### config.mk
export PLATFORM = sky130hd
export DESIGN_NAME = dipc_top
export DESIGN_NICKNAME = d
export VERILOG_FILES = /design/src/inc/dipc_pkg.sv /design/src/core/dipc_chan.sv /design/src/core/dipc_tick.sv /design/src/core/dipc_top.sv
export VERILOG_INCLUDE_DIRS = /design/src /design/src/inc
export SDC_FILE = /design/constraint.sdc
export NUM_CORES = 1
export LEC_CHECK = 0
export ABC_AREA = 0
export BUFFER_PORTS_ARGS = -buffer_cell sky130_fd_sc_hd__buf_2
export CORE_AREA = 3 3 253 255
export DETAILED_ROUTE_END_ITERATION = 16
export DIE_AREA = 0 0 256 258
export SYNTH_ARGS = -nofsm -noshare
export SYNTH_HDL_FRONTEND = slang
export SYNTH_SLANG_ARGS = --single-unit
### constraint.sdc
create_clock -name aclk -period 3 [get_ports aclk]
set_input_delay 0.6 -clock aclk [delete_from_list [all_inputs] [get_ports aclk]]
set_output_delay 0.6 -clock aclk [all_outputs]
set_load 0.005 [all_outputs]
### src/inc/dipc_consts.svh
/*
 dipc_consts.svh: register offsets, field positions, reset values and timing
 of the digital input pulse conditioner.
 assumes: included by bare name; holds definitions only.
*/
`ifndef DIPC_CONSTS_SVH
`define DIPC_CONSTS_SVH
// ==========================================================
// register byte offsets
`define DIPC_OFF_CTRL 8'h00
`define DIPC_OFF_STAT_INV 8'h04
`define DIPC_OFF_PULSE_INV 8'h08
`define DIPC_OFF_KYZ 8'h0c
`define DIPC_OFF_TRAIL 8'h10
`define DIPC_OFF_ROUTE 8'h14
`define DIPC_OFF_LEVEL 8'h18
`define DIPC_OFF_STATUS 8'h1c
`define DIPC_OFF_IRQ_STAT 8'h20
`define DIPC_OFF_IRQ_MASK 8'h24
`define DIPC_OFF_INFO 8'h28
// ==========================================================
// field layout
`define DIPC_NUM_IN 14
`define DIPC_STD_IN 2
`define DIPC_DB_W 7
`define DIPC_SYNC_EN_BIT 8
`define DIPC_IRQ_CHG_LSB 16
`define DIPC_IRQ_SYNC_BIT 31
`define DIPC_IRQ_VALID 32'hbfff3fff
// ==========================================================
// reset values and limits
`define DIPC_DB_RST 7'h0a
`define DIPC_DB_MIN 7'h01
`define DIPC_DB_MAX 7'h64
// ==========================================================
// timing
`define DIPC_CLK_PERIOD_NS 8
`define DIPC_TICK_PERIOD_NS 1000000
`endif

### src/inc/dipc_pkg.sv
/*
 dipc_pkg.sv: types and shared functions of the input conditioner.
 assumes: dipc_consts.svh is on the include path.
*/
`include "dipc_consts.svh"
package dipc_pkg;
	// ==========================================================
	// carriers
	typedef logic [`DIPC_NUM_IN-1:0] dipc_vec_t;
	typedef enum logic [1:0] {
		DIPC_RT_SETPOINT = 2'h0,
		DIPC_RT_COUNTER = 2'h1,
		DIPC_RT_BILLING = 2'h2,
		DIPC_RT_NONE = 2'h3
	} dipc_route_t;
	typedef struct packed {logic stat_inv; logic pulse_inv; logic kyz; logic trailing;} dipc_chan_cfg_t;
	typedef struct packed {logic status; logic level; logic chg; logic evt;} dipc_chan_out_t;
	// ==========================================================
	// module state
	typedef struct packed {logic [16:0] cnt; logic tick;} dipc_tick_st_t;
	typedef struct packed {
		logic sync1; logic sync2; logic level; logic [`DIPC_DB_W-1:0] cnt;
		logic status; logic chg; logic evt;
	} dipc_chan_st_t;
	typedef struct packed {
		logic aw_have; logic [7:0] awaddr; logic w_have; logic [31:0] wdata; logic [3:0] wstrb;
		logic bvalid; logic [1:0] bresp; logic rvalid; logic [31:0] rdata; logic [1:0] rresp;
		logic [`DIPC_DB_W-1:0] db; logic sync_en;
		dipc_vec_t stat_inv; dipc_vec_t pulse_inv; dipc_vec_t kyz; dipc_vec_t trail;
		logic [2*`DIPC_NUM_IN-1:0] route; logic [31:0] irq_stat; logic [31:0] irq_mask;
		dipc_vec_t sp_status; dipc_vec_t sp_change; dipc_vec_t counter_pulse;
		dipc_vec_t billing_pulse; logic sync_pulse; logic irq;
	} dipc_top_st_t;
	// ==========================================================
	// helpers
	function automatic logic [`DIPC_DB_W-1:0] dipc_clamp_db(input logic [`DIPC_DB_W-1:0] v);
		if (v > `DIPC_DB_MAX) return `DIPC_DB_MAX;
		if (v < `DIPC_DB_MIN) return `DIPC_DB_MIN;
		return v;
	endfunction
	function automatic logic [31:0] dipc_merge(input logic [31:0] old, input logic [31:0] wr,
		input logic [3:0] strb);
		logic [31:0] r;
		r = old;
		for (int b = 0; b < 4; b++) begin
			if (strb[b]) r[8*b +: 8] = wr[8*b +: 8];
		end
		return r;
	endfunction
endpackage

### src/core/dipc_chan.sv
/*
 dipc_chan.sv: one contact input: synchroniser, debounce, polarity, edge events.
 assumes: pin high means contact closed; tick is a one-cycle millisecond enable.
*/
`timescale 1ns/100ps
`default_nettype none
`include "dipc_consts.svh"
module dipc_chan import dipc_pkg::*; (
	// clock and reset
	input wire logic aclk,
	input wire logic aresetn,
	input wire logic tick,
	// contact and settings
	input wire logic pin,
	input wire logic enable,
	input wire logic [`DIPC_DB_W-1:0] db_ms,
	input wire dipc_chan_cfg_t cfg,
	// conditioned result
	output var dipc_chan_out_t out
);
	dipc_chan_st_t st_ff;
	dipc_chan_st_t nxt_st;
	always_comb begin
		logic pulse_edge;
		pulse_edge = 1'b0;
		nxt_st = st_ff;
		// sync1 is read only by sync2
		nxt_st.sync1 = pin;
		nxt_st.sync2 = st_ff.sync1;
		nxt_st.evt = 1'b0;
		if (!enable) begin
			nxt_st.cnt = '0;
			nxt_st.level = 1'b0;
		end else if (st_ff.sync2 == st_ff.level) begin
			// any return to the held level restarts the wait
			nxt_st.cnt = '0;
		end else if (tick) begin
			if ({1'b0, st_ff.cnt} + 8'h01 >= {1'b0, db_ms}) begin
				nxt_st.level = st_ff.sync2;
				nxt_st.cnt = '0;
				// normal: closing is the pulse; inverting: opening is
				pulse_edge = st_ff.sync2 ^ cfg.pulse_inv;
				if (cfg.kyz) nxt_st.evt = 1'b1;
				else nxt_st.evt = pulse_edge ^ cfg.trailing;
			end else begin
				nxt_st.cnt = st_ff.cnt + 7'h01;
			end
		end
		// inverting reports an open contact as closed
		// an unfitted input reports open whatever its polarity
		nxt_st.status = enable & (nxt_st.level ^ cfg.stat_inv);
		nxt_st.chg = (nxt_st.status != st_ff.status);
	end
	always_ff @(posedge aclk) begin
		if (!aresetn) st_ff <= '0;
		else st_ff <= nxt_st;
	end
	assign out = '{status: st_ff.status, level: st_ff.level, chg: st_ff.chg, evt: st_ff.evt};
endmodule
`default_nettype wire

### src/core/dipc_tick.sv
/*
 dipc_tick.sv: millisecond enable divider.
 assumes: runs on aclk; CYCLES fits the 17-bit counter.
*/
`timescale 1ns/100ps
`default_nettype none
module dipc_tick import dipc_pkg::*; #(
	parameter int unsigned CYCLES = 125000
) (
	// clock and reset
	input wire logic aclk,
	input wire logic aresetn,
	// one-cycle enable every CYCLES clocks
	output logic tick
);
	dipc_tick_st_t st_ff;
	dipc_tick_st_t nxt_st;
	// free-running count, wraps at the period
	always_comb begin
		nxt_st = st_ff;
		nxt_st.tick = (st_ff.cnt == 17'(CYCLES - 1));
		nxt_st.cnt = nxt_st.tick ? 17'h00000 : st_ff.cnt + 17'h00001;
	end
	always_ff @(posedge aclk) begin
		if (!aresetn) st_ff <= '0;
		else st_ff <= nxt_st;
	end
	assign tick = st_ff.tick;
endmodule
`default_nettype wire

### src/core/dipc_top.sv
/*
 dipc_top.sv: digital input pulse conditioner with AXI4-Lite registers,
 interrupt logic and routing of each conditioned input.
 assumes: one 125 MHz aclk, synchronous active-low aresetn, contact pins
 asynchronous to aclk, one outstanding write and one outstanding read.
*/
`timescale 1ns/100ps
`default_nettype none
`include "dipc_consts.svh"

// ==========================================================
// top level
module dipc_top import dipc_pkg::*; #(
	parameter int unsigned TICK_CYCLES = `DIPC_TICK_PERIOD_NS / `DIPC_CLK_PERIOD_NS,
	parameter int unsigned EXT_INPUTS = 12
) (
	// clock and reset
	input wire logic aclk,
	input wire logic aresetn,
	// write address channel
	input wire logic [7:0] awaddr,
	input wire logic awvalid,
	output logic awready,
	// write data channel
	input wire logic [31:0] wdata,
	input wire logic [3:0] wstrb,
	input wire logic wvalid,
	output logic wready,
	// write response channel
	output logic [1:0] bresp,
	output logic bvalid,
	input wire logic bready,
	// read address channel
	input wire logic [7:0] araddr,
	input wire logic arvalid,
	output logic arready,
	// read data channel
	output logic [31:0] rdata,
	output logic [1:0] rresp,
	output logic rvalid,
	input wire logic rready,
	// contact pins
	input wire logic demand_sync_input,
	input wire logic [`DIPC_NUM_IN-2:0] contact_in,
	// routed results
	output var dipc_vec_t sp_status,
	output var dipc_vec_t sp_change,
	output var dipc_vec_t counter_pulse,
	output var dipc_vec_t billing_pulse,
	output logic demand_sync_pulse,
	// interrupt
	output logic irq
);
	// ==========================================================
	// declarations
	localparam logic [1:0] RESP_OKAY = 2'h0;
	localparam logic [1:0] RESP_SLVERR = 2'h2;
	localparam int unsigned FITTED = `DIPC_STD_IN + EXT_INPUTS;

	dipc_top_st_t st_ff;
	dipc_top_st_t nxt_st;
	logic tick;
	dipc_vec_t pins;
	dipc_vec_t lvl;
	dipc_vec_t stat;
	dipc_vec_t chg;
	dipc_vec_t evt;
	dipc_chan_out_t chan_out [`DIPC_NUM_IN];

	// ==========================================================
	// register read decode, shared by reads and by byte-merged writes
	function automatic logic [32:0] rd_word(input dipc_top_st_t s, input logic [7:0] a);
		logic [32:0] r;
		r = 33'h000000000;
		case (a)
			`DIPC_OFF_CTRL: begin
				r[`DIPC_DB_W-1:0] = s.db;
				r[`DIPC_SYNC_EN_BIT] = s.sync_en;
			end
			`DIPC_OFF_STAT_INV: begin
				r[31:0] = 32'(s.stat_inv);
			end
			`DIPC_OFF_PULSE_INV: begin
				r[31:0] = 32'(s.pulse_inv);
			end
			`DIPC_OFF_KYZ: begin
				r[31:0] = 32'(s.kyz);
			end
			`DIPC_OFF_TRAIL: begin
				r[31:0] = 32'(s.trail);
			end
			`DIPC_OFF_ROUTE: begin
				r[31:0] = 32'(s.route);
			end
			`DIPC_OFF_LEVEL: begin
				r[31:0] = 32'(lvl);
			end
			`DIPC_OFF_STATUS: begin
				r[31:0] = 32'(s.sp_status);
			end
			`DIPC_OFF_IRQ_STAT: begin
				r[31:0] = s.irq_stat;
			end
			`DIPC_OFF_IRQ_MASK: begin
				r[31:0] = s.irq_mask;
			end
			`DIPC_OFF_INFO: begin
				r[31:0] = 32'(FITTED);
			end
			default: begin
				// unmapped word: error answer, data zero
				r[32] = 1'b1;
			end
		endcase
		return r;
	endfunction

	// ==========================================================
	// millisecond enable for the debounce counters
	dipc_tick #(
		.CYCLES(TICK_CYCLES)
	) i_dipc_tick (
		.aclk(aclk),
		.aresetn(aresetn),
		.tick(tick)
	);

	// ==========================================================
	// one conditioner per input; unfitted inputs stay quiet
	assign pins = {contact_in, demand_sync_input};

	for (genvar i = 0; i < `DIPC_NUM_IN; i++) begin : g_chan
		dipc_chan i_dipc_chan (
			.aclk(aclk),
			.aresetn(aresetn),
			.tick(tick),
			.pin(pins[i]),
			.enable(1'(i < FITTED)),
			.db_ms(st_ff.db),
			.cfg(dipc_chan_cfg_t'{st_ff.stat_inv[i], st_ff.pulse_inv[i], st_ff.kyz[i],
				st_ff.trail[i]}),
			.out(chan_out[i])
		);
		assign lvl[i] = chan_out[i].level;
		assign stat[i] = chan_out[i].status;
		assign chg[i] = chan_out[i].chg;
		assign evt[i] = chan_out[i].evt;
	end

	// ==========================================================
	// next-state logic: bus slave, settings, interrupts, routing
	always_comb begin
		logic [32:0] old;
		logic [32:0] rd;
		logic [31:0] wr;
		logic [31:0] ev;
		logic clr;
		dipc_route_t rt;
		old = 33'h000000000;
		rd = 33'h000000000;
		wr = 32'h00000000;
		ev = 32'h00000000;
		clr = 1'b0;
		rt = DIPC_RT_NONE;
		nxt_st = st_ff;

		// capture write address and data in either order
		if (awvalid && !st_ff.aw_have) begin
			nxt_st.aw_have = 1'b1;
			nxt_st.awaddr = awaddr;
		end
		if (wvalid && !st_ff.w_have) begin
			nxt_st.w_have = 1'b1;
			nxt_st.wdata = wdata;
			nxt_st.wstrb = wstrb;
		end
		if (st_ff.bvalid && bready) begin
			nxt_st.bvalid = 1'b0;
		end

		// perform the write once both halves are held and no response is pending
		if (st_ff.aw_have && st_ff.w_have && !st_ff.bvalid) begin
			old = rd_word(st_ff, st_ff.awaddr);
			wr = dipc_merge(old[31:0], st_ff.wdata, st_ff.wstrb);
			nxt_st.aw_have = 1'b0;
			nxt_st.w_have = 1'b0;
			nxt_st.bvalid = 1'b1;
			nxt_st.bresp = old[32] ? RESP_SLVERR : RESP_OKAY;
			case (st_ff.awaddr)
				`DIPC_OFF_CTRL: begin
					// out-of-range times are pulled to the nearest limit
					nxt_st.db = dipc_clamp_db(wr[`DIPC_DB_W-1:0]);
					nxt_st.sync_en = wr[`DIPC_SYNC_EN_BIT];
				end
				`DIPC_OFF_STAT_INV: begin
					nxt_st.stat_inv = wr[`DIPC_NUM_IN-1:0];
				end
				`DIPC_OFF_PULSE_INV: begin
					nxt_st.pulse_inv = wr[`DIPC_NUM_IN-1:0];
				end
				`DIPC_OFF_KYZ: begin
					nxt_st.kyz = wr[`DIPC_NUM_IN-1:0];
				end
				`DIPC_OFF_TRAIL: begin
					nxt_st.trail = wr[`DIPC_NUM_IN-1:0];
				end
				`DIPC_OFF_ROUTE: begin
					nxt_st.route = wr[2*`DIPC_NUM_IN-1:0];
				end
				`DIPC_OFF_IRQ_MASK: begin
					nxt_st.irq_mask = wr & `DIPC_IRQ_VALID;
				end
				default: begin
					// read-only and unmapped words change nothing
				end
			endcase
		end

		// read channel; a new read waits until the last answer is taken
		if (st_ff.rvalid && rready) begin
			nxt_st.rvalid = 1'b0;
		end
		if (arvalid && !st_ff.rvalid) begin
			rd = rd_word(st_ff, araddr);
			nxt_st.rvalid = 1'b1;
			nxt_st.rdata = rd[31:0];
			nxt_st.rresp = rd[32] ? RESP_SLVERR : RESP_OKAY;
			clr = (araddr == `DIPC_OFF_IRQ_STAT);
		end

		// sticky events; a new event in the clearing cycle survives the clear
		ev = 32'(evt);
		ev = ev | (32'(chg) << `DIPC_IRQ_CHG_LSB);
		ev[`DIPC_IRQ_SYNC_BIT] = st_ff.sync_en & evt[0];
		nxt_st.irq_stat = (clr ? 32'h00000000 : st_ff.irq_stat) | ev;
		nxt_st.irq = |(nxt_st.irq_stat & nxt_st.irq_mask);

		// routing: status levels always go to setpoints, edges where chosen
		nxt_st.sp_status = stat;
		nxt_st.sp_change = '0;
		nxt_st.counter_pulse = '0;
		nxt_st.billing_pulse = '0;
		for (int i = 0; i < `DIPC_NUM_IN; i++) begin
			rt = dipc_route_t'(st_ff.route[2*i +: 2]);
			case (rt)
				DIPC_RT_SETPOINT: begin
					nxt_st.sp_change[i] = chg[i];
				end
				DIPC_RT_COUNTER: begin
					nxt_st.counter_pulse[i] = evt[i];
				end
				DIPC_RT_BILLING: begin
					nxt_st.billing_pulse[i] = evt[i];
				end
				default: begin
					// input not routed
				end
			endcase
		end

		// external demand sync uses the first input's pulse events
		nxt_st.sync_pulse = st_ff.sync_en & evt[0];
	end

	// ==========================================================
	// state register
	always_ff @(posedge aclk) begin
		if (!aresetn) begin
			st_ff <= '0;
			st_ff.db <= `DIPC_DB_RST;
		end else begin
			st_ff <= nxt_st;
		end
	end

	// ==========================================================
	// outputs; the ready signals are plain decodes of the held state
	assign awready = !st_ff.aw_have;
	assign wready = !st_ff.w_have;
	assign arready = !st_ff.rvalid;
	assign bvalid = st_ff.bvalid;
	assign bresp = st_ff.bresp;
	assign rvalid = st_ff.rvalid;
	assign rdata = st_ff.rdata;
	assign rresp = st_ff.rresp;
	assign sp_status = st_ff.sp_status;
	assign sp_change = st_ff.sp_change;
	assign counter_pulse = st_ff.counter_pulse;
	assign billing_pulse = st_ff.billing_pulse;
	assign demand_sync_pulse = st_ff.sync_pulse;
	assign irq = st_ff.irq;
endmodule
`default_nettype wire

==> results of run 1 <==
## layout make-up
type / instances / area share [%]
antenna: 2 / 0.01703
clock buffer: 75 / 5.398
clock inverter: 31 / 1.737
inverter: 29 / 0.3959
multi-input combinational: 2085 / 46.25
sequential: 495 / 33.75
tap: 837 / 3.563
timing repair buffer: 375 / 8.880
## repair_timing
action | in CTS | in global routing
setup buffers | 0 | 1
resized for setup | 5 | 42
pin swaps | 0 | 5
endpoints found under the setup margin | 6 | 27
## flip-flops by register name, summed over array words and instances, names as in the netlist
signal,count
sp_status,14
g_chan.i_dipc_chan.out,56
sp_change,14
g_chan.i_dipc_chan.nxt_st,14
demand_sync_pulse,1
rdata,32
i_dipc_tick.st_ff,17
counter_pulse,14
st_ff,201
rvalid,1
irq,1
i_dipc_tick.tick,1
bvalid,1
billing_pulse,14
g_chan.i_dipc_chan.st_ff,112
bresp,1
rresp,1
## per-stage QoR
step	util (%)	worst slack (ns)	total power [mW]	setup TNS (ns)	hold slack, ns
3_3_place_gp	43.80	-0.2623	7.853	-0.2813	0.4241
5_1_grt	47.53	-0.04995	16.00	-0.1416	0.1598
4_1_cts	47.23	0.006921	15.64	0	0.1473
3_5_place_dp	43.80	-0.2758	7.865	-0.3513	0.4206
2_1_floorplan	-	0.1084	7.385	0	0.4119
6_report	47.54	0.08547	15.55	0	0.1817
## power by group through the flow
| stage | Combinational (mW) | Sequential (mW) | Clock (mW) |
|---|---|---|---|
| floorplan | 0.549 | 6.84 | 0 |
| global placement | 0.978 | 6.87 | 0 |
| detailed placement | 0.988 | 6.88 | 0 |
| CTS | 0.991 | 6.73 | 7.92 |
| global route | 1.07 | 6.74 | 8.19 |
| finish | 1.01 | 6.74 | 7.80 |
## worst register-to-register path, stage by stage (launching register included)
cell,delay (ns)
dfxtp_1,0.38
buf_4,0.18
or4_1,0.60
nor2_1,0.33
buf_4,0.19
a21o_1,0.11
o32a_1,0.35
nor2_1,0.15
nand2_1,0.09
a2bb2oi_1,0.23
o221ai_1,0.13
## Yosys cell counts, types with 32 or more instances
library cell / instances
a211oi_1: 32
ha_1: 113
a22oi_1: 117
mux2i_1: 75
and2_1: 90
nor3_1: 56
and3_1: 38
o21ai_0: 64
clkbuf_1: 120
nand3_1: 97
a21oi_1: 179
nand2_1: 309
xnor2_1: 93
dfxtp_1: 495
nor2_1: 359
xor2_1: 74
a21o_1: 33
buf_4: 94
## final timing paths
kind,depth (start not counted),to,start,slack (ns)
worst max-delay path,10,st_ff[208],st_ff[296],0.09
worst min-delay path,2,g_chan[9].i_dipc_chan.nxt_st[11],contact_in[8],0.18
worst max register to register,10,st_ff[208],st_ff[296],0.09
worst min register to register,1,g_chan[10].i_dipc_chan.st_ff[11],g_chan[10].i_dipc_chan.nxt_st[11],0.43
## cell families (layout without fill, tap and decap cells)
group                    count (synthesis)  after routing  synth area share [%]
multiplexers                            94             94                 4.138
flip-flops                             495            495                 40.17
AND/OR/NAND/NOR                       1080           1080                 20.67
AO/OA/AOI/OAI                          629            629                 17.59
other                                    1              4               0.01520
buffers and inverters                  274            510                 5.756
adder cells (fa/ha/maj)                113            113                 5.731
XOR/XNOR                               167            167                 5.929
## per-layer routing
metal	up-vias	wire length, microns
li1	10470	-
met1	10760	38570
met2	960	40750
met3	248	5939
met4	2	5213
met5	-	8
==> reports/qor.txt, run 1 <==
=================================================================================
Run status .........................................................    completed
Kind of end point of the critical path .............................    flip-flop
Starting density of the core .......................................       39.90%
Fraction of final layout cells sized beyond drive strength 1 .......       18.19%
Buffers on Ports ...................................................          168
Final setup violation count ........................................            0
Routing usage on met1 ..............................................       34.36%
Number of buffers inserted during clock tree synthesis .............           57
Slowest cell on crit path ..........................................        or4_1
Seq. cell area ..................................................... 0.009921 sq mm
Number of antenna violations at the first check in global routing ..            2
Clock group share of total power ...................................        50.2%
Highest fanout seen on the critical path ...........................            6
Final hold viol count ..............................................            0
I/O pin count ......................................................          172
Worst-Margin Slew ..................................................     1.115 ns
Number of warning messages in the yosys log ........................            0
Total non-filler cell area in the finished layout .................. 0.02939 sq mm
Fin nets ...........................................................         3229
Net switching power figure .........................................     3.748 mW
Placed instance area ............................................... 0.02708 sq mm
Final worst clock skew .............................................   0.03655 ns
Die area ........................................................... 0.06605 sq mm
Biggest area consumer among synthesized cells ......................      dfxtp_1
Number of iterations in the first detailed-routing pass ............            9
Maximum operating frequency ........................................    343.1 MHz
Overall global routing resource usage ..............................       26.42%
Type of the setup path with the least slack ........................   reg -> reg
Delay-heaviest family, CP .......................................... simple AND/OR/NAND/NOR gates
Filler cells .......................................................         5827
Post-cts hold buffer count .........................................            0
Count of final max-slew check failures .............................            0
Switching power share of the total .................................       24.10%
Number of H-tree branching levels ..................................            2
Final estimated routing congestion in global placement .............        1.033
Clock tree root buffer cell ........................................    clkbuf_16
Commonest cells after routing, fill and taps aside ................. dfxtp_1, nor2_1, nand2_1, buf_4, a21oi_1
WL final ........................................................... 90480 microns
Clock period minus final worst setup slack .........................     2.915 ns
ANT nets after route ...............................................            0
EDFF count, synth ..................................................            0
Leakage power of the design ........................................     11.94 nW
Seq/Total Area, Yosys ..............................................       40.17%
Pin count of the biggest net entering global routing ...............          121
Layout area overhead ...............................................       19.13%
# DRC ..............................................................            0
TritonCTS clock tree ...............................................         done
CTS Buffer Depth ...................................................            3
Peak-usage layer in the global routing report ......................         met2
Leading cell types by total area after synthesis ................... dfxtp_1, ha_1, nor2_1, nand2_1, a21oi_1
GR met3 Demand/Resource ............................................       3.619%
Required time of the worst setup path ..............................      3.45 ns
GR Overflow Total ..................................................            0
Unique masters post-synth ..........................................           85
Routed vias ........................................................        22440
Cells after DPL ....................................................         3820
Number of global-route vias before repair ..........................        21960
Post-synth ARST share ..............................................           0%
Power density relative to cell area ................................ 529.0 mW/mm^2
Worst VDD drop .....................................................    0.4190 mV
HPWL after detailed placement ...................................... 67510 microns
Overall die width ..................................................  256 microns
Global routing met2 resource utilization ...........................       42.77%
Footprint of the multi-input gates ................................. 0.01359 sq mm
Synthesized netlist cell count .....................................         2853
CP arrival .........................................................      3.37 ns
Sequential fraction of design power ................................        43.3%
Period Utilization, post-route .....................................       97.15%
CP startpoint kind .................................................    flip-flop
Relative slew margins ..............................................       25.02%
Buf+Inv Stages, Crit Path ..........................................            2
Iteration-0 DRC Markers ............................................         2207
Via-to-Cell Ratio ..................................................        5.711
Min-Delay Path Class ...............................................    in -> reg
Wire length of the first global-routing pass ....................... 135400 microns
Clock sink total ...................................................          495
Maximum cell stage delay along the critical path ...................      0.60 ns
Height of the die ..................................................  258 microns
Proportion of power drawn by combinational gates ...................         6.5%
Insertion delay to the later sink of the worst-skew pair ...........      0.65 ns
Most common cell after layout, fill and taps aside .................      dfxtp_1
Reported max-cap violation count ...................................            0
Final non-filler cell total ........................................         3929
Core Box Area ...................................................... 0.06183 sq mm
Clock transition at path regs ......................................      0.07 ns
Number of synthesized register bits ................................          495
Row cnt ............................................................           91
Post-Synthesis Mean Instance Area ..................................  8.647 sq um
Syn Std Cell Area .................................................. 0.02467 sq mm
Average wire length per cell after detail routing .................. 23.03 microns
Cells traversed along the worst timing path ........................ buf_4 -> or4_1 -> nor2_1 -> buf_4 -> a21o_1 -> o32a_1 -> nor2_1 -> nand2_1 -> a2bb2oi_1 -> o221ai_1
Portion of synthesized cell area occupied by the leading cell type .       40.17%
Primary flip-flop cell chosen by synthesis mapping .................      dfxtp_1
Internal cell power ................................................     11.80 mW
=================================================================================
(Power assumes the default switching activity.)
==> run 2: changes to the inputs <==
--- a/config.mk
+++ b/config.mk
@@ -6,11 +6,11 @@
 export SDC_FILE = /design/constraint.sdc
 export NUM_CORES = 1
 export LEC_CHECK = 0
-export ABC_AREA = 0
+export ABC_AREA = 1
 export BUFFER_PORTS_ARGS = -buffer_cell sky130_fd_sc_hd__buf_2
-export CORE_AREA = 3 3 253 255
+export CORE_AREA = 3 3 258 260
 export DETAILED_ROUTE_END_ITERATION = 16
-export DIE_AREA = 0 0 256 258
+export DIE_AREA = 0 0 261 263
 export SYNTH_ARGS = -nofsm -noshare
 export SYNTH_HDL_FRONTEND = slang
 export SYNTH_SLANG_ARGS = --single-unit
==> run 2 against run 1 <==
  * Core utilization fell by 2.5 points
  * First-iteration DRC count is 1.3% lower
  * Sequential share of layout area rose by 0.41 points
  * Via count up 7.5%
  * Wire length shrank 8.2%
  * Clock skew increased by 0.0035 ns
  * Clock-buffer cell count is 4 lower
  * Non-clock buffer count down 125
  * Synthesized cell count is 29% higher
  * Cell count grew 19%
==> reports/qor.txt, run 2 <==
=================================================================================
Most numerous cell types in the synthesized netlist ................ nand2_1, dfxtp_1, inv_1
Unique masters post-synth ..........................................           46   -46%
Via-to-Cell Ratio ..................................................        5.155   -9.7%
Routed vias ........................................................        24130   +7.5%
Iteration-0 DRC Markers ............................................         2178   -1.3%
CTS Buffer Depth ...................................................            3   unchanged
Register bank with the most flops ..................................        st_ff
Overall die width ..................................................  261 microns   +2.0%
Wire length of the first global-routing pass ....................... 128200 microns   -5.3%
Leading cell types by total area after synthesis ................... dfxtp_1, nand2_1, inv_1, nor2_1, a21oi_1
Seq/Total Area, Yosys ..............................................       38.57%   -1.6 points
CP startpoint kind .................................................    flip-flop
Biggest area consumer among synthesized cells ......................      dfxtp_1
Kind of end point of the critical path .............................    flip-flop
# DRC ..............................................................            0   unchanged
Overall global routing resource usage ..............................       23.79%   -2.6 points
Buffers on Ports ...................................................          168   unchanged
Post-cts hold buffer count .........................................            0   unchanged
Die area ........................................................... 0.06864 sq mm   +3.9%
Fin nets ...........................................................         3962   +23%
Sum of negative setup slack ........................................         0 ns   unchanged
EDFF count, synth ..................................................            0   unchanged
Synthesized netlist cell count .....................................         3683   +29%
GR Overflow Total ..................................................            0   unchanged
Run status .........................................................    completed
Primary flip-flop cell chosen by synthesis mapping .................      dfxtp_1
Starting density of the core .......................................       39.93%   about the same
Post-CTS Setup Repair Bufs .........................................            0   unchanged
Post-CTS sizing ....................................................            0   -5
ANT nets after route ...............................................            0   unchanged
TritonCTS clock tree ...............................................         done
Number of flip-flops in the largest register .......................          201   unchanged
Number of H-tree branching levels ..................................            2   unchanged
Post-Synthesis Mean Instance Area ..................................  6.977 sq um   -19%
Height of the die ..................................................  263 microns   +1.9%
Syn Std Cell Area .................................................. 0.02569 sq mm   +4.1%
Highest fanout seen on the critical path ...........................           13   +7
Final estimated routing congestion in global placement .............       0.9330   -9.7%
Relative slew margins ..............................................       23.59%   -1.4 points
Maximum cell stage delay along the critical path ...................      0.35 ns   -0.25 ns
Type of the setup path with the least slack ........................   reg -> reg
Post-synth ARST share ..............................................           0%   unchanged
Count of final max-slew check failures .............................            0   unchanged
Reported max-cap violation count ...................................            0   unchanged
Final worst clock skew .............................................   0.04006 ns   +0.003516 ns
Pin count of the biggest net entering global routing ...............           72   -40%
Most common cell after layout, fill and taps aside .................      nand2_1
Clock period minus final worst setup slack .........................     2.740 ns   -0.1743 ns
Final setup violation count ........................................            0   unchanged
Leakage power of the design ........................................     13.45 nW   +13%
HPWL after detailed placement ...................................... 60100 microns   -11%
Final hold viol count ..............................................            0   unchanged
Worst-Margin Slew ..................................................     1.145 ns   +0.02981 ns
Core Box Area ...................................................... 0.06435 sq mm   +4.1%
Maximum operating frequency ........................................    364.9 MHz   +6.4%
Worst VDD drop .....................................................    0.4252 mV   +1.5%
Number of buffers inserted during clock tree synthesis .............           56   -1.8%
Fraction of final layout cells sized beyond drive strength 1 .......       10.83%   -7.4 points
Filler cells .......................................................         6623   +14%
Slowest cell on crit path ..........................................      dfxtp_1
Number of iterations in the first detailed-routing pass ............            6   -3
Number of antenna violations at the first check in global routing ..            3   +1
CP arrival .........................................................      3.26 ns   -0.11 ns
Layout area overhead ...............................................       12.91%
Average wire length per cell after detail routing .................. 17.76 microns   -23%
Most frequent CP cell ..............................................       nor2_1
Setup repair after global routing missed its margin ................        false
Period Utilization, post-route .....................................       91.34%   -5.8 points
Number of warning messages in the yosys log ........................            0   unchanged
Insertion delay to the later sink of the worst-skew pair ...........      0.65 ns   about the same
Power density relative to cell area ................................ 503.5 mW/mm^2   -4.8%
Clock tree root buffer cell ........................................    clkbuf_16
Clock sink total ...................................................          495   unchanged
Commonest cells after routing, fill and taps aside ................. nand2_1, dfxtp_1, inv_1, nor2_1, a21oi_1
Number of global-route vias before repair ..........................        22320   +1.6%
Clock transition at path regs ......................................      0.06 ns   about the same
Required time of the worst setup path ..............................      3.52 ns   +0.07 ns
Portion of synthesized cell area occupied by the leading cell type .       38.57%   -1.6 points
Cells traversed along the worst timing path ........................ inv_2 -> nand2_1 -> nor2_4 -> nand2_4 -> nor2_4 -> inv_2 -> a21oi_1 -> nand2_1 -> nand3_1 -> nand4_1 -> nor2_1 -> nand3_1 -> nor2_1 -> nor2_1
Most frequently used cell type in the post-synthesis netlist .......      nand2_1
WL final ........................................................... 83100 microns   -8.2%
Total power draw ...................................................     14.61 mW   -6.0%
Number of synthesized register bits ................................          495   unchanged
I/O pin count ......................................................          172   unchanged
Row cnt ............................................................           93   +2.2%
Min-Delay Path Class ...............................................    in -> reg
=================================================================================
run 2: final timing paths:
check,slack [ns],cells after the start,from,endpoint
worst max-delay path,0.26,14,st_ff[293],irq
worst min-delay path,0.15,3,contact_in[5],g_chan[6].i_dipc_chan.nxt_st[11]
worst max register to register,0.26,14,st_ff[293],irq
worst min register to register,0.41,2,g_chan[4].i_dipc_chan.nxt_st[11],g_chan[4].i_dipc_chan.st_ff[11]
run 2: report_power, final:
group          leakage [nW]  internal, mW  total, mW  switching (mW)
Clock                 0.936          4.07       7.08            3.01
Sequential             4.00          6.66       6.73          0.0674
Combinational          8.51         0.219      0.800           0.581
Total                  13.4          10.9       14.6            3.66
run 2: worst max-delay path, delay by kind of cell, from the launching register on:
| family | cells | cell delay [ns] |
|---|---|---|
| compound gates | 1 | 0.23 |
| buf+inv | 2 | 0.27 |
| flops | 1 | 0.35 |
| simple gates | 11 | 1.75 |
run 2: kinds of logic after synthesis:
kind of cell    share of synthesized area (%)
simple gates                            27.11
buf+inv                                 12.22
compound gates                          13.34
flops                                   38.57
fa+ha+maj                               5.503
xor+xnor                                3.238
other cells                           0.01459
run 2: per-layer routing:
| metal | track usage (%) | vias up | share of wire, % |
|---|---|---|---|
| met2 | 36.98 | 917 | 44 |
| met5 | 0 | - | 0 |
| met3 | 4.194 | 158 | 8.8 |
| met1 | 33.14 | 11050 | 44 |
| met4 | 8.361 | 0 | 3.4 |
| li1 | - | 12010 | - |
run 2: layout make-up:
type	count	area [sq um]	area share [%]
inverter	503	1893	6.525
tap	855	1070	3.687
clock buffer	71	1528	5.266
clock inverter	35	377.9	1.302
timing repair buffer	250	1575	5.430
sequential	495	9911	34.16
multi-input combinational	2470	12660	43.62
antenna	1	2.502	0.008625
run 2: metrics by stage:
step / utilization (%) / std cells / instance area (sq um) / worst slack (ns) / hold slack [ns]
final: 45.09 / 4680 / 29010 / 0.2598 / 0.1465
after global routing: 45.08 / 4679 / 29010 / 0.005207 / 0.1307
after CTS: 45.08 / 4679 / 29010 / 0.2940 / 0.1107
after detailed placement: 42.12 / 4573 / 27100 / 0.2595 / 0.4031
after global placement: 42.12 / 4573 / 27100 / 0.2647 / 0.4027
after floorplan: - / 3684 / 25700 / 0.7141 / 0.3905
==> run 3: changes to the inputs <==
--- a/config.mk
+++ b/config.mk
@@ -9,6 +9,7 @@
 export ABC_AREA = 1
 export BUFFER_PORTS_ARGS = -buffer_cell sky130_fd_sc_hd__buf_2
 export CORE_AREA = 3 3 258 260
+export CTS_BUF_LIST = sky130_fd_sc_hd__clkbuf_8 sky130_fd_sc_hd__clkbuf_16
 export DETAILED_ROUTE_END_ITERATION = 16
 export DIE_AREA = 0 0 261 263
 export SYNTH_ARGS = -nofsm -noshare
==> run 3 against run 2 <==
  * Clock power hardly changed
  * Die area stayed put
  * Worst setup slack worse by 0.014 ns
  * Clock skew is 0.00095 ns higher
  * Critical path type unchanged
  * Highest routed layer unchanged
==> reports/qor.txt, run 3 (same netlist as run 2, synthesis figures left out) <==
================================================================================
Fraction of final layout cells sized beyond drive strength 1 ......       10.83%   unchanged
Clock sink total ..................................................          495   unchanged
Number of antenna violations at the first check in global routing .            3   unchanged
Type of the setup path with the least slack .......................   reg -> reg
Layout area overhead ..............................................       12.91%   unchanged
Clock period minus final worst setup slack ........................     2.754 ns   +0.01351 ns
I/O pin count .....................................................          172   unchanged
Kind of end point of the critical path ............................    flip-flop
CP arrival ........................................................      3.26 ns   about the same
Worst VDD drop ....................................................    0.4246 mV   -0.15%
Reported max-cap violation count ..................................            0   unchanged
CTS Buffer Depth ..................................................            3   unchanged
Slowest cell on crit path .........................................       nor2_2
Clock transition at path regs .....................................      0.06 ns   about the same
Maximum cell stage delay along the critical path ..................      0.43 ns   +0.08 ns
Power density relative to cell area ............................... 502.8 mW/mm^2   -0.14%
Iteration-0 DRC Markers ...........................................         2179   +0.046%
Number of iterations in the first detailed-routing pass ...........            6   unchanged
Starting density of the core ......................................       39.93%   unchanged
CP startpoint kind ................................................    flip-flop
Average wire length per cell after detail routing ................. 17.78 microns   +0.10%
Required time of the worst setup path .............................      3.50 ns   -0.02 ns
Final estimated routing congestion in global placement ............       0.9330   unchanged
Final setup violation count .......................................            0   unchanged
Cells after DPL ...................................................         4573   unchanged
Count of final max-slew check failures ............................            0   unchanged
ANT nets after route ..............................................            0   unchanged
Overall global routing resource usage .............................       23.79%   unchanged
WL final .......................................................... 83190 microns   +0.10%
Sum of negative setup slack .......................................         0 ns   unchanged
Register bank with the most flops .................................        st_ff
Min-Delay Path Class ..............................................    in -> reg
Filler cells ......................................................         6623   unchanged
HPWL after detailed placement ..................................... 60100 microns   unchanged
Highest fanout seen on the critical path ..........................            8   -5
Most frequent CP cell .............................................      nand2_1
Number of global-route vias before repair .........................        22320   unchanged
Commonest cells after routing, fill and taps aside ................ nand2_1, inv_1, dfxtp_1, nor2_1, a21oi_1
Final worst clock skew ............................................   0.04101 ns   +0.0009483 ns
Setup repair after global routing missed its margin ...............        false
Most common cell after layout, fill and taps aside ................      nand2_1
Via-to-Cell Ratio .................................................        5.158   about the same
Routed vias .......................................................        24140   +0.054%
Buffers on Ports ..................................................          168   unchanged
Number of flip-flops in the largest register ......................          201   unchanged
Row cnt ...........................................................           93   unchanged
TritonCTS clock tree ..............................................         done
Relative slew margins .............................................       22.43%   -1.2 points
# DRC .............................................................            0   unchanged
Wire length of the first global-routing pass ...................... 128200 microns   unchanged
Period Utilization, post-route ....................................       91.79%   +0.45 points
Leakage power of the design .......................................     13.48 nW   +0.25%
Final cell utilization of the core ................................       45.09%   unchanged
Number of buffers inserted during clock tree synthesis ............           56   unchanged
Maximum operating frequency .......................................    363.1 MHz   -0.49%
Die area .......................................................... 0.06864 sq mm   unchanged
Fin nets ..........................................................         3962   unchanged
Run status ........................................................    completed
Core Box Area ..................................................... 0.06435 sq mm   unchanged
Overall die width .................................................  261 microns   unchanged
Worst-Margin Slew .................................................     1.162 ns   +0.01736 ns
GR Overflow Total .................................................            0   unchanged
Final non-filler cell total .......................................         4680   unchanged
Height of the die .................................................  263 microns   unchanged
Number of H-tree branching levels .................................            2   unchanged
Pin count of the biggest net entering global routing ..............           72   unchanged
Clock tree root buffer cell .......................................    clkbuf_16
Final hold viol count .............................................            0   unchanged
Insertion delay to the later sink of the worst-skew pair ..........      0.65 ns   about the same
Cells traversed along the worst timing path ....................... inv_1 -> nand2_4 -> nor2_2 -> nand2_1 -> o21ai_0 -> nor2_1 -> nand3_1 -> nand2_1 -> nand2_2 -> nand2_1 -> a21oi_2 -> nand2_2 -> nand3_1 -> o211ai_1
================================================================================
## run 3: cell types whose count changed in the layout (fill, tap and decap cells not counted)
cell / previous run / this run
inv_1: 486 / 494
clkbuf_1: 8 / 0
## run 3: repair_timing
action | CTS | global route
gates resized for setup | 0 | 1
hold buffers | 0 | 0
buffers inserted | 0 | 0
setup endpoints to repair | 0 | 1
## run 3: where the power goes
group          leakage, nW  internal [mW]  switching (mW)  total (mW)
clock network        0.969           4.04            3.02        7.06
logic                 8.51          0.219           0.583       0.802
registers             4.00           6.66          0.0673        6.73
## run 3: area by class of cell
cell class | instances | area [sq um] | area share [%]
Tap cell | 855 | 1070 | 3.687
Clock inverter | 43 | 407.9 | 1.406
Clock buffer | 63 | 1498 | 5.162
Inverter | 503 | 1893 | 6.525
Timing Repair Buffer | 250 | 1575 | 5.430
Multi-Input combinational cell | 2470 | 12660 | 43.62
Antenna cell | 1 | 2.502 | 0.008625
Sequential cell | 495 | 9911 | 34.16
## run 3: layer usage
metal	wire [microns]	track usage [%]
met1	36710	33.14
met2	36030	36.98
met4	3078	8.361
met5	0	0
met3	7370	4.194
## run 3: worst paths after layout
check / start / endpoint / slack, ns / cells after the start
max: st_ff[290] / st_ff[208] / 0.25 / 14
max reg2reg: st_ff[290] / st_ff[208] / 0.25 / 14
min reg2reg: g_chan[4].i_dipc_chan.nxt_st[11] / g_chan[4].i_dipc_chan.st_ff[11] / 0.41 / 2
min: contact_in[5] / g_chan[6].i_dipc_chan.nxt_st[11] / 0.15 / 3
## run 3: through the flow
step           cell area [sq um]  total power, mW  hold slack (ns)  setup WS [ns]
3_5_place_dp               27100            7.656           0.4031         0.2595
4_1_cts                    29010            14.70           0.1107         0.2940
3_3_place_gp               27100            7.653           0.4027         0.2647
2_1_floorplan              25700            7.344           0.3905         0.7141
5_1_grt                    29010            15.07           0.1304       0.005489
6_report                   29010            14.59           0.1467         0.2463
## run 3: worst max-delay path: cells and delay by family, from the launching register on
| kind | cells | cell delay [ns] |
|---|---|---|
| flip-flops | 1 | 0.31 |
| AO/OA/AOI/OAI | 3 | 0.49 |
| AND/OR/NAND/NOR | 10 | 1.71 |
| buffers and inverters | 1 | 0.11 |
